<file path="src/core/sgc_regs.svh">
// register offsets, field positions, reset values and timing counts of the global config bank
`ifndef SGC_REGS_SVH
`define SGC_REGS_SVH

// ==========================================================
// frame layout
`define SGC_FRAME_BITS        40
`define SGC_ADDR_BITS         8
`define SGC_DATA_BITS         32
`define SGC_WRITE_FLAG        8'h80
`define SGC_WRITE_BIT         7

// ==========================================================
// register offsets
`define SGC_ADDR_GLOBAL_CONFIG 7'h00
`define SGC_ADDR_EVENT_FLAGS   7'h01
`define SGC_ADDR_INPUT_STATE   7'h04
`define SGC_ADDR_CURRENTS      7'h10

// ==========================================================
// global_config fields
`define SGC_GC_WIDTH           18
`define SGC_GC_ZERO_CROSS_RECAL 0
`define SGC_GC_SHORT_STST      1
`define SGC_GC_PWM_MODE        2
`define SGC_GC_STEP_FILTER     3
`define SGC_GC_DIR_INVERT      4
`define SGC_GC_DIAG_OUT0_FAULT     5
`define SGC_GC_RESET           18'h00008

// ==========================================================
// event flag fields, clear by writing one
`define SGC_EV_WIDTH           3
`define SGC_EV_RESET_SEEN      0
`define SGC_EV_DRV_ERR         1
`define SGC_EV_STANDSTILL      2
`define SGC_EV_RESET           3'h1

// ==========================================================
// input state fields, read only
`define SGC_IN_WIDTH           6

// ==========================================================
// currents register, write only
`define SGC_CUR_WIDTH          5
`define SGC_CUR_HOLD_LSB       0
`define SGC_CUR_RUN_LSB        8
`define SGC_CUR_RESET          5'h00

// ==========================================================
// standstill timeout, in device clocks
`define SGC_STST_SHORT_CLOCKS  262144
`define SGC_STST_LONG_CLOCKS   1048576
`define SGC_STST_CNT_WIDTH     21

// ==========================================================
// step filter: samples a step level must hold
`define SGC_STEP_FILT_SAMPLES  3

`endif

</file>
<file path="src/core/sgc_pkg.sv">
// types shared by the global config bank modules
package sgc_pkg;

  typedef logic [17:0] sgc_global_config_t;

  typedef enum logic [1:0]
  {
    SGC_ACC_NONE = 2'b00,
    SGC_ACC_RW   = 2'b01,
    SGC_ACC_RO   = 2'b10,
    SGC_ACC_WO   = 2'b11
  } sgc_access_t;

endpackage

</file>
<file path="src/core/sgc_frame_if.sv">
// frame hand-off between the serial shifter and the register core
`timescale 1ns/1ps
interface sgc_frame_if;
  logic        frame_vld;
  logic [7:0]  frame_addr;
  logic [31:0] frame_data;
  logic [39:0] reply;

  modport shifter
  (
    output frame_vld,
    output frame_addr,
    output frame_data,
    input  reply
  );

  modport core
  (
    input  frame_vld,
    input  frame_addr,
    input  frame_data,
    output reply
  );
endinterface

</file>
<file path="src/core/sgc_spi_shifter.sv">
// serial datagram shifter: 40-bit frames in, previous reply out
`timescale 1ns/1ps
`include "sgc_regs.svh"
module sgc_spi_shifter
  import sgc_pkg::*;
(
  input  wire logic  ref_clk,
  input  wire logic  sys_rst,
  input  wire logic  spi_sck,
  input  wire logic  spi_csn,
  input  wire logic  spi_sdi,
  output logic       spi_sdo,
  output logic       spi_sdo_oe_n,
  sgc_frame_if.shifter fr
);

  // ==========================================================
  // pin synchronisers, stage 0 feeds stage 1 only
  logic [2:0] sck_reg;
  logic [2:0] csn_reg;
  logic [1:0] sdi_reg;

  always_ff @(posedge ref_clk)
  begin
    if (sys_rst)
    begin
      sck_reg <= 3'h7;
      csn_reg <= 3'h7;
      sdi_reg <= 2'h0;
    end
    else
    begin
      sck_reg <= {sck_reg[1:0], spi_sck};
      csn_reg <= {csn_reg[1:0], spi_csn};
      sdi_reg <= {sdi_reg[0], spi_sdi};
    end
  end

  logic sck_rise;
  logic sck_fall;
  logic sel_start;
  logic sel_end;

  assign sck_rise  = sck_reg[1] & ~sck_reg[2];
  assign sck_fall  = ~sck_reg[1] & sck_reg[2];
  assign sel_start = ~csn_reg[1] & csn_reg[2];
  assign sel_end   = csn_reg[1] & ~csn_reg[2];

  // ==========================================================
  // shift engine
  logic [5:0]  cnt_reg,  cnt_next;
  logic [39:0] in_reg,   in_next;
  logic [39:0] out_reg,  out_next;
  logic        sdo_reg,  sdo_next;
  logic        oen_reg,  oen_next;
  logic        vld_reg,  vld_next;

  always_comb
  begin
    cnt_next = cnt_reg;
    in_next  = in_reg;
    out_next = out_reg;
    sdo_next = sdo_reg;
    oen_next = csn_reg[1];
    vld_next = 1'b0;
    if (sel_start)
    begin
      cnt_next = 6'h00;
      out_next = fr.reply;
      sdo_next = fr.reply[39];
    end
    else if (!csn_reg[1])
    begin
      if (sck_rise)
      begin
        in_next = {in_reg[38:0], sdi_reg[1]};
        if (cnt_reg != 6'h3F)
          cnt_next = cnt_reg + 6'h01;
      end
      // mode 3: the first falling edge presents the msb again, every later one the next bit
      if (sck_fall)
      begin
        out_next = {out_reg[38:0], 1'b0};
        sdo_next = out_reg[39];
      end
    end
    // a frame of any other length is dropped whole
    if (sel_end && cnt_reg == 6'(`SGC_FRAME_BITS))
      vld_next = 1'b1;
  end

  always_ff @(posedge ref_clk)
  begin
    if (sys_rst)
    begin
      cnt_reg <= 6'h00;
      in_reg  <= 40'h00_0000_0000;
      out_reg <= 40'h00_0000_0000;
      sdo_reg <= 1'b0;
      oen_reg <= 1'b1;
      vld_reg <= 1'b0;
    end
    else
    begin
      cnt_reg <= cnt_next;
      in_reg  <= in_next;
      out_reg <= out_next;
      sdo_reg <= sdo_next;
      oen_reg <= oen_next;
      vld_reg <= vld_next;
    end
  end

  assign spi_sdo       = sdo_reg;
  assign spi_sdo_oe_n  = oen_reg;
  assign fr.frame_vld  = vld_reg;
  assign fr.frame_addr = in_reg[39:32];
  assign fr.frame_data = in_reg[31:0];

endmodule

</file>
<file path="src/core/sgc_standstill_timer.sv">
// counts clocks since the last executed step and flags standstill
`timescale 1ns/1ps
`include "sgc_regs.svh"
module sgc_standstill_timer
#(
  parameter int unsigned SHORT_CYC = `SGC_STST_SHORT_CLOCKS,
  parameter int unsigned LONG_CYC  = `SGC_STST_LONG_CLOCKS,
  parameter int unsigned CW        = `SGC_STST_CNT_WIDTH
)
(
  input  wire logic ref_clk,
  input  wire logic sys_rst,
  input  wire logic step_pulse,
  input  wire logic short_sel,
  output logic      standstill
);

  logic [CW-1:0] limit;
  logic [CW-1:0] cnt_reg, cnt_next;
  logic          st_reg,  st_next;

  assign limit = short_sel ? CW'(SHORT_CYC) : CW'(LONG_CYC);

  always_comb
  begin
    cnt_next = cnt_reg;
    st_next  = st_reg;
    if (step_pulse)
    begin
      cnt_next = '0;
      st_next  = 1'b0;
    end
    // compare with >= so a switch to the short timeout takes effect at once
    else if (cnt_reg >= limit - CW'(1))
      st_next = 1'b1;
    else
      cnt_next = cnt_reg + CW'(1);
  end

  always_ff @(posedge ref_clk)
  begin
    if (sys_rst)
    begin
      cnt_reg <= '0;
      st_reg  <= 1'b0;
    end
    else
    begin
      cnt_reg <= cnt_next;
      st_reg  <= st_next;
    end
  end

  assign standstill = st_reg;

endmodule

</file>
<file path="src/core/sgc_top.sv">
// global configuration register bank of the stepper controller
`timescale 1ns/1ps
`include "sgc_regs.svh"
// ==========================================================
module sgc_top
  import sgc_pkg::*;
#(
  parameter int unsigned STST_SHORT_CYC = `SGC_STST_SHORT_CLOCKS,
  parameter int unsigned STST_LONG_CYC  = `SGC_STST_LONG_CLOCKS
)
(
  input  wire logic       ref_clk,
  input  wire logic       sys_rst,
  input  wire logic       spi_sck,
  input  wire logic       spi_csn,
  input  wire logic       spi_sdi,
  output logic            spi_sdo,
  output logic            spi_sdo_oe_n,
  input  wire logic       step_in,
  input  wire logic       dir_in,
  input  wire logic       driver_disable_pin,
  input  wire logic       step_dir_select,
  input  wire logic       overtemp_flag,
  input  wire logic       short_ground_flag,
  input  wire logic [3:0] off_time_setting,
  output logic            step_exec,
  output logic            motor_dir,
  output logic            zero_cross_recal_active,
  output logic            standstill,
  output logic            pwm_mode_en,
  output logic            step_input_filter_en,
  output logic [4:0]      standstill_current,
  output logic [4:0]      run_current,
  output logic            diag_out0_o,
  output logic            diag_out0_oe_n
);

  sgc_frame_if fr ();

  sgc_spi_shifter u_shift
  (
    .ref_clk      (ref_clk),
    .sys_rst      (sys_rst),
    .spi_sck      (spi_sck),
    .spi_csn      (spi_csn),
    .spi_sdi      (spi_sdi),
    .spi_sdo      (spi_sdo),
    .spi_sdo_oe_n (spi_sdo_oe_n),
    .fr           (fr.shifter)
  );

  // ==========================================================
  // pin synchronisers; stage 0 is read only by stage 1
  localparam int NPIN = 6;
  logic [NPIN-1:0] pin_raw;
  logic [NPIN-1:0] pin_s0_reg;
  logic [NPIN-1:0] pin_s1_reg;

  assign pin_raw = {short_ground_flag, overtemp_flag, step_dir_select,
                    driver_disable_pin, dir_in, step_in};

  always_ff @(posedge ref_clk)
  begin
    if (sys_rst)
    begin
      pin_s0_reg <= 6'h00;
      pin_s1_reg <= 6'h00;
    end
    else
    begin
      pin_s0_reg <= pin_raw;
      pin_s1_reg <= pin_s0_reg;
    end
  end

  logic step_s;
  logic dir_s;
  logic drv_dis_s;
  logic sd_sel_s;
  logic drv_err_s;

  assign step_s    = pin_s1_reg[0];
  assign dir_s     = pin_s1_reg[1];
  assign drv_dis_s = pin_s1_reg[2];
  assign sd_sel_s  = pin_s1_reg[3];
  assign drv_err_s = pin_s1_reg[4] | pin_s1_reg[5];

  // ==========================================================
  // register access decode
  logic        is_write;
  logic [6:0]  reg_addr;
  sgc_access_t acc;

  assign is_write = fr.frame_addr[`SGC_WRITE_BIT];
  assign reg_addr = fr.frame_addr[6:0];

  always_comb
  begin
    unique case (reg_addr)
      `SGC_ADDR_GLOBAL_CONFIG: acc = SGC_ACC_RW;
      `SGC_ADDR_EVENT_FLAGS:   acc = SGC_ACC_RW;
      `SGC_ADDR_INPUT_STATE:   acc = SGC_ACC_RO;
      `SGC_ADDR_CURRENTS:      acc = SGC_ACC_WO;
      default:                 acc = SGC_ACC_NONE;
    endcase
  end

  // ==========================================================
  // register state
  sgc_global_config_t                gc_reg,   gc_next;
  logic [`SGC_EV_WIDTH-1:0]  ev_reg,   ev_next;
  logic [`SGC_CUR_WIDTH-1:0] hold_reg, hold_next;
  logic [`SGC_CUR_WIDTH-1:0] run_reg,  run_next;
  logic [31:0]               rd_reg,   rd_next;
  logic                      wr_ev;
  logic                      err_seen_reg;
  logic                      stst_seen_reg;
  logic                      stst_w;
  logic [`SGC_EV_WIDTH-1:0]  ev_set;
  logic [`SGC_IN_WIDTH-1:0]  in_state;

  assign wr_ev  = fr.frame_vld && is_write && reg_addr == `SGC_ADDR_EVENT_FLAGS;
  assign ev_set = {stst_w & ~stst_seen_reg, drv_err_s & ~err_seen_reg, 1'b0};
  assign in_state = {stst_w, drv_err_s, sd_sel_s, drv_dis_s, dir_s, step_s};

  always_comb
  begin
    gc_next   = gc_reg;
    hold_next = hold_reg;
    run_next  = run_reg;
    rd_next   = rd_reg;
    ev_next   = ev_reg;
    if (wr_ev)
      ev_next = ev_reg & ~fr.frame_data[`SGC_EV_WIDTH-1:0];
    // a new event wins over a clear in the same cycle
    ev_next = ev_next | ev_set;
    if (fr.frame_vld && is_write)
    begin
      // read-only and unmapped addresses drop writes
      if (reg_addr == `SGC_ADDR_GLOBAL_CONFIG)
        gc_next = fr.frame_data[`SGC_GC_WIDTH-1:0];
      if (reg_addr == `SGC_ADDR_CURRENTS)
      begin
        hold_next = fr.frame_data[`SGC_CUR_HOLD_LSB +: `SGC_CUR_WIDTH];
        run_next  = fr.frame_data[`SGC_CUR_RUN_LSB +: `SGC_CUR_WIDTH];
      end
    end
    // the reply of any frame carries the data asked for by the previous one
    if (fr.frame_vld)
    begin
      rd_next = 32'h0000_0000;
      if (!is_write)
      begin
        unique case (acc)
          SGC_ACC_RW:
          begin
            if (reg_addr == `SGC_ADDR_GLOBAL_CONFIG)
              rd_next = {14'h0000, gc_reg};
            else
              rd_next = {29'h0000_0000, ev_reg};
          end
          SGC_ACC_RO:   rd_next = {26'h000_0000, in_state};
          SGC_ACC_WO:   rd_next = 32'h0000_0000;
          SGC_ACC_NONE: rd_next = 32'h0000_0000;
        endcase
      end
    end
  end

  always_ff @(posedge ref_clk)
  begin
    if (sys_rst)
    begin
      gc_reg   <= `SGC_GC_RESET;
      ev_reg   <= `SGC_EV_RESET;
      hold_reg <= `SGC_CUR_RESET;
      run_reg  <= `SGC_CUR_RESET;
      rd_reg   <= 32'h0000_0000;
    end
    else
    begin
      gc_reg   <= gc_next;
      ev_reg   <= ev_next;
      hold_reg <= hold_next;
      run_reg  <= run_next;
      rd_reg   <= rd_next;
    end
  end

  assign fr.reply = {{5'h00, ev_reg}, rd_reg};

  // ==========================================================
  // step input filter and direction
  logic [`SGC_STEP_FILT_SAMPLES-1:0] fhist_reg, fhist_next;
  logic step_lvl_reg, step_lvl_next;
  logic step_pulse;

  always_comb
  begin
    fhist_next    = {fhist_reg[`SGC_STEP_FILT_SAMPLES-2:0], step_s};
    step_lvl_next = step_lvl_reg;
    // the filter costs a few clocks of latency for glitch immunity
    if (!gc_reg[`SGC_GC_STEP_FILTER])
      step_lvl_next = step_s;
    else if (&fhist_reg)
      step_lvl_next = 1'b1;
    else if (~|fhist_reg)
      step_lvl_next = 1'b0;
  end

  assign step_pulse = step_lvl_next & ~step_lvl_reg;

  logic dir_reg, dir_next;
  logic recal_reg, recal_next;
  logic pwm_reg, pwm_next;
  logic filt_reg, filt_next;
  logic stp_reg;
  logic diag_reg, diag_next;

  always_comb
  begin
    dir_next   = dir_s ^ gc_reg[`SGC_GC_DIR_INVERT];
    recal_next = gc_reg[`SGC_GC_ZERO_CROSS_RECAL]
                 && (drv_dis_s || off_time_setting == 4'h0);
    pwm_next   = gc_reg[`SGC_GC_PWM_MODE];
    filt_next  = gc_reg[`SGC_GC_STEP_FILTER];
    // open collector, active low: drive low on fault while step_dir_select is high and SGC_GC_DIAG_OUT0_FAULT is set
    diag_next  = sd_sel_s && gc_reg[`SGC_GC_DIAG_OUT0_FAULT] && drv_err_s;
  end

  always_ff @(posedge ref_clk)
  begin
    if (sys_rst)
    begin
      fhist_reg    <= '0;
      step_lvl_reg <= 1'b0;
      dir_reg      <= 1'b0;
      recal_reg    <= 1'b0;
      pwm_reg      <= 1'b0;
      filt_reg     <= 1'b1;
      stp_reg      <= 1'b0;
      diag_reg     <= 1'b1;
    end
    else
    begin
      fhist_reg    <= fhist_next;
      step_lvl_reg <= step_lvl_next;
      dir_reg      <= dir_next;
      recal_reg    <= recal_next;
      pwm_reg      <= pwm_next;
      filt_reg     <= filt_next;
      stp_reg      <= step_pulse;
      diag_reg     <= diag_next;
    end
  end

  // ==========================================================
  // standstill detection and event latches
  sgc_standstill_timer
  #(
    .SHORT_CYC (STST_SHORT_CYC),
    .LONG_CYC  (STST_LONG_CYC),
    .CW        (`SGC_STST_CNT_WIDTH)
  )
  u_stst
  (
    .ref_clk    (ref_clk),
    .sys_rst    (sys_rst),
    .step_pulse (step_pulse),
    .short_sel  (gc_reg[`SGC_GC_SHORT_STST]),
    .standstill (stst_w)
  );

  always_ff @(posedge ref_clk)
  begin
    if (sys_rst)
    begin
      err_seen_reg  <= 1'b0;
      stst_seen_reg <= 1'b0;
    end
    else
    begin
      err_seen_reg  <= drv_err_s;
      stst_seen_reg <= stst_w;
    end
  end

  assign step_exec               = stp_reg;
  assign motor_dir               = dir_reg;
  assign zero_cross_recal_active = recal_reg;
  assign standstill              = stst_w;
  assign pwm_mode_en             = pwm_reg;
  assign step_input_filter_en    = filt_reg;
  assign standstill_current      = hold_reg;
  assign run_current             = run_reg;
  assign diag_out0_o             = 1'b0;
  assign diag_out0_oe_n          = ~diag_reg;

endmodule

</file>
<file path="config.mk">
export PLATFORM = sky130hd
export DESIGN_NAME = sgc_top
export DESIGN_NICKNAME = d
export VERILOG_FILES = /design/src/core/sgc_pkg.sv /design/src/core/sgc_frame_if.sv /design/src/core/sgc_spi_shifter.sv /design/src/core/sgc_standstill_timer.sv /design/src/core/sgc_top.sv
export VERILOG_INCLUDE_DIRS = /design/src /design/src/core
export SDC_FILE = /design/constraint.sdc
export NUM_CORES = 1
export LEC_CHECK = 0
export BUFFER_PORTS_ARGS = -buffer_cell sky130_fd_sc_hd__buf_4
export CAP_MARGIN = 5
export CORE_ASPECT_RATIO = 1.2
export CORE_MARGIN = 3
export CORE_UTILIZATION = 45
export DETAILED_ROUTE_END_ITERATION = 6
export GPL_TIMING_DRIVEN = 0
export SLEW_MARGIN = 5
export SYNTH_ARGS = -nofsm -noshare
export SYNTH_HDL_FRONTEND = slang
export SYNTH_SLANG_ARGS = --single-unit
</file>
<file path="constraint.sdc">
create_clock -name ref_clk -period 5.9 [get_ports ref_clk]
set_input_delay 0.59 -clock ref_clk [delete_from_list [all_inputs] [get_ports ref_clk]]
set_output_delay 0.59 -clock ref_clk [all_outputs]
set_load 0.05 [all_outputs]
</file>
* Word-level counts from Yosys, hierarchy flattened *
Index checks and enable logic that the tools add are counted.

storage, ports and cells
  register bits = 206
  latch bits = 0
  memory bits (writable) = 0
  bits in read-only memories = 0
  input bits = 15
  output and inout bits = 20
  word-level logic and storage cells = 99
  memories kept = 0

operators by class
  add/subtract/negate cells = 3
  multipliers = 0
  divide/modulo/power cells = 0
  order comparisons = 1
  eq/ne operators = 9
  shifts and indexed selects = 0
  muxes and demuxes = 13
  bitwise logic cells = 21
  reductions and logical operators = 23

operator list
  operator                                             number
  2-to-1 mux 35 bit                                    3
  one-hot mux 32 bit (3 select lines)                  1
  2-to-1 mux 32 bit                                    1
  adder 21 x 1 -> 21 bit (second input constant)       1
  greater-or-equal comparator 21 bit                   1
  2-to-1 mux 21 bit                                    1
  subtractor 21 x 1 -> 21 bit (second input constant)  1
  2-to-1 mux 18 bit                                    1
  inverter 1 bit                                       9
  AND reduction 3 bit                                  3
  AND reduction 2 bit                                  4
  OR reduction 2 bit                                   4
  bitwise AND 1 bit                                    7
  == test 7 x 1 -> 1 bit (second input constant)       1
  == test 7 x 3 -> 1 bit (second input constant)       1
  == test 7 x 5 -> 1 bit (second input constant)       1
  zero test 7 bit                                      1
  adder 6 x 1 -> 6 bit (second input constant)         1
  == test 6 bit (second input constant)                1
  logical AND 1 bit                                    6
  != test 6 bit (second input constant)                1
  one-hot mux 2 bit (3 select lines)                   1
  == test 2 bit (second input constant)                2
  zero test 4 bit                                      1
  13 further kinds                                     16

* Longest topological paths before layout *
  depth in word-level cells = 7
  mapped depth = 7

* Modules after synthesis *
Synthesis repeated with hierarchy kept, for this count alone.

second synthesis, totals
  cell total of the unflattened synthesis = 828
  area total of the unflattened synthesis = 7694.9 um^2

modules (own cells, without submodules)
  module                times used  cells each  area each (um^2)  sequential area each (um^2)
  sgc_spi_shifter       1           416         3738.6            1921.8
  sgc_top               1           280         2738.9            1461.4
  sgc_standstill_timer  1           132         1217.4            440.4

* Least setup slack after synthesis *
Ideal clock, no wire load.

  kind = register to register
  from = register u_stst.cnt_reg[19]
  to = register u_stst.cnt_reg[13]
  data arrival time = 1.749 ns
  data required time = 5.772 ns
  slack = 4.024 ns
  stages on the path, launching flop included = 7
  path buffers = 0
  cells stage by stage = dfxtp_1 > ha_1 > a211oi_4 > nand3_4 > nor4b_2 > xnor2_1 > nor2_1

between the ends
  cells in the longest elaborated chain, start to end = 1

RTL lines
  item                                RTL line                    RTL
  from (decl)                         sgc_standstill_timer.sv:19  logic [CW-1:0] cnt_reg, cnt_next;
  from (signal assigned)              sgc_standstill_timer.sv:49  cnt_reg <= cnt_next;
  greater-or-equal comparator 21 bit  sgc_standstill_timer.sv:34  else if (cnt_reg >= limit - CW'(1))

No other way between the ends.
A chain may end at the register's enable or synchronous reset.

* Final worst setup path *
  from = register gc_reg[1]
  to = register u_stst.cnt_reg[17]

between the ends
  cells in the longest elaborated chain, start to end = 3

RTL lines
  item                                RTL line                    RTL
  from (decl)                         sgc_top.sv:110              sgc_global_config_t gc_reg, gc_next;
  from (signal assigned)              sgc_top.sv:174              gc_reg <= `SGC_GC_RESET;
  from (signal assigned)              sgc_top.sv:182              gc_reg <= gc_next;
  2-to-1 mux 21 bit                   sgc_standstill_timer.sv:22  assign limit = short_sel ? CW'(SHORT_CYC) : CW'(LONG_CYC);
  subtractor 21 x 1 -> 21 bit         sgc_standstill_timer.sv:34
  greater-or-equal comparator 21 bit  sgc_standstill_timer.sv:34

No other way between the ends.

==> qor.yml <==
status: "completed"
crit_fanout: 10
die_h_um: 145
critical_path.startpoint_type: "flip-flop"
row_count: 50
synth_nets: 840
synthArstFlopShare_pct: 0
dieArea_sq_mm: 0.0177
synth_warnings: 0
drtIter0Drc: 371
synth.cell_area_sq_mm: 0.00724
power_w: 0.00252
die_w_um: 122
wl_met3_um: 407
max-vdd-ir-drop_v: 0.000167
worst_pin_slew_ns: 0.770
cts.clk_slew.worst_paths_ns: 0.06
final_antenna_net_count: 0
numCtsBuffers: 17
whs_path_depth: 2
maxCapViolCount: 0
drive_gt1_share_pct: 11.0
cts_tree: "done"
start_util_pct: 46.1
dp_hpwl_um: 11600
hp-class: "primary input to flip-flop"
worstHoldStart: "spi_csn"
gp_congestion: 0.842
grt_first_pass_wirelength_um: 26300
final_cell_count_no_fill: 1091
relSlewSlack_pct: 48.6
rsz0062_at_grt: "false"
routed_wirelength_um: 15700
firstDrtPassIters: 6
synth-edff-count: 0
h-tree-depth: 4
antenna_found_initial: 0
layout_commonest_cell: "dfxtp_1"
clock-sinks: 191
cts_setup_buffers: 0
clockBufferDepth: 2
final_cell_mix: "191 x dfxtp_1, 187 x nand2_1, 101 x nor2_1"
yosys_register_bits: 191
fin_setup_tns_ns: 0
multi_input_area_sq_mm: 0.00315
antenna-diode-count: 0
fin_nets: 891
ioPinCount: 35
clk_latency_ns: 0.42
crit_path_end_kind: "flip-flop"
crit_path_top_delay_cell: "a211oi_4"
ff_latch_area_sq_mm: 0.00382
hold_viol: 0
critPathKind: "flip-flop to flip-flop"
highest_layer: "met4"
ctsHoldBuffers: 0
fin_worst_skew_ns: 0.00576
setup_viol: 0
hold_end: "u_shift.csn_reg[0]$_SDFF_PP1_"
grt_max_degree: 17
wl_met1_um: 7210
via_per_inst: 5.14
fmax_ghz: 0.465
p_per_area_mw_per_mm2: 302
dp_cells: 1060
cp.required_ns: 6.19
num-fill-cells: 1477
path_cells: "ha_1 > a211oi_4 > nand3_4 > nor4b_2 > xnor2_1 > nor2_1"
grt_pass1_vias: 5460
ys_types: 57
core-area_sq_mm: 0.0157
wl_met2_um: 7580
p_leak_nw: 2.97
portBuffers: 32
syn_inst: 820
ys_seq_area_share_pct: 52.8
reg2reg_to: "u_stst.cnt_reg[17]$_SDFFE_PP0N_"
synth.avg_cell_area_sq_um: 8.83
r2r_cells: 6
worstPathArrival_ns: 2.45
globalRouteTotalUtil_pct: 18.4
cts_resized: 0
rr_startpoint: "gc_reg[1]$_SDFFE_PP0P_"
worst-r2r-setup-slack_ns: 3.75
clk_root_buffer_cell: "clkbuf_16"
slew_viol_final: 0
grt-ovfl-total: 0
drc_errors: 0
wl_per_cell_um: 14.4
fin_crit_sh_pct: 36.5
synth_ff_type: "dfxtp_1"
period_needed_ns: 2.15
synthToLayoutAreaGrowth_pct: 15.0
slowest_delay_ns: 0.52
vias: 5606
[stage by stage]
| step | hold WS (ns) | utilization [%] | instance area, sq um | setup WS, ns |
|---|---|---|---|---|
| finish | 0.353 | 53.0 | 8330 | 3.75 |
| global route | 0.337 | 53.0 | 8330 | 3.58 |
| CTS | 0.331 | 53.0 | 8330 | 3.72 |
| detailed placement | 0.397 | 49.3 | 7740 | 3.56 |
| global placement | 0.392 | 49.3 | 7740 | 3.55 |
| floorplan | 0.389 | - | 7240 | 4.02 |
[metal layers]
| layer | track usage, % | vias up |
|---|---|---|
| li1 | - | 2877 |
| met1 | 23.0 | 2623 |
| met2 | 30.4 | 72 |
| met3 | 3.55 | 34 |
| met4 | 8.02 | 0 |
| met5 | 0 | - |
[Yosys cell counts, drive strengths merged, types with 2 or more instances]
cell / n / area (sq um)
nand2: 187 / 702
and4: 4 / 35.0
xnor2: 20 / 175
a211oi: 2 / 27.5
and3: 7 / 43.8
a21oi: 83 / 415
nand2b: 4 / 25.0
nand4: 8 / 71.3
or4bb: 2 / 22.5
a311oi: 21 / 184
nand3: 7 / 65.1
dfxtp: 191 / 3820
clkbuf: 44 / 165
inv: 8 / 30.0
nor2: 101 / 379
or2: 10 / 62.6
a222oi: 2 / 20.0
nor4b: 4 / 60.1
nor4: 6 / 80.1
nor3b: 4 / 30.0
buf: 8 / 62.6
o21ai: 4 / 20.0
a221oi: 3 / 26.3
xor2: 3 / 26.3
mux2i: 11 / 110
or3b: 2 / 17.5
nor3: 5 / 36.3
a22oi: 22 / 165
nor2b: 24 / 150
ha: 5 / 62.6
a31oi: 3 / 25.0
[report_power, final]
group	internal, W	switching [W]
sequential	0.00131	0.0000102
combinational	0.0000249	0.0000460
clock	0.000676	0.000453
total	0.00201	0.000509
[kinds of logic after synthesis]
group / count (synthesis) / share of synthesized area [%]
fa+ha+maj: 5 / 0.864
buf+inv: 61 / 3.61
compound gates: 147 / 13.0
simple gates: 381 / 25.3
other cells: 1 / 0.0518
mux: 11 / 1.52
xor+xnor: 23 / 2.78
flops: 191 / 52.8
[worst max path at each step]
| stage | end | slack, ns | from | cells after the start |
|---|---|---|---|---|
| finish | u_stst.cnt_reg[17]$_SDFFE_PP0N_ | 3.75 | gc_reg[1]$_SDFFE_PP0P_ | 6 |
| global route | u_stst.cnt_reg[13]$_SDFFE_PP0N_ | 3.58 | gc_reg[1]$_SDFFE_PP0P_ | 6 |
| CTS | u_stst.cnt_reg[17]$_SDFFE_PP0N_ | 3.72 | gc_reg[1]$_SDFFE_PP0P_ | 6 |
| detailed placement | standstill_current[3]$_SDFFE_PP0P_ | 3.56 | sys_rst | 4 |
| global placement | run_current[3]$_SDFFE_PP0P_ | 3.55 | sys_rst | 4 |
| floorplan | u_stst.cnt_reg[13]$_SDFFE_PP0N_ | 4.02 | u_stst.cnt_reg[19]$_SDFFE_PP0N_ | 6 |
[critical path: cells and delay by family (launching register included)]
family	cells	cell delay, ns
flip-flops	1	0.42
AO/OA/AOI/OAI	1	0.52
adder cells (fa/ha/maj)	1	0.31
XOR/XNOR	1	0.16
AND/OR/NAND/NOR	3	0.62
[cell type report]
type                       instances  share of cell area, %
inverter                           9                  0.406
clock buffer                      25                   6.07
clock inverter                     6                  0.962
multi-input combinational        568                   37.9
tap                              208                   3.13
buffer                            52                   2.74
timing repair buffer              32                   2.89
sequential                       191                   45.9
Note: power is estimated with default switching activity, not from simulation.
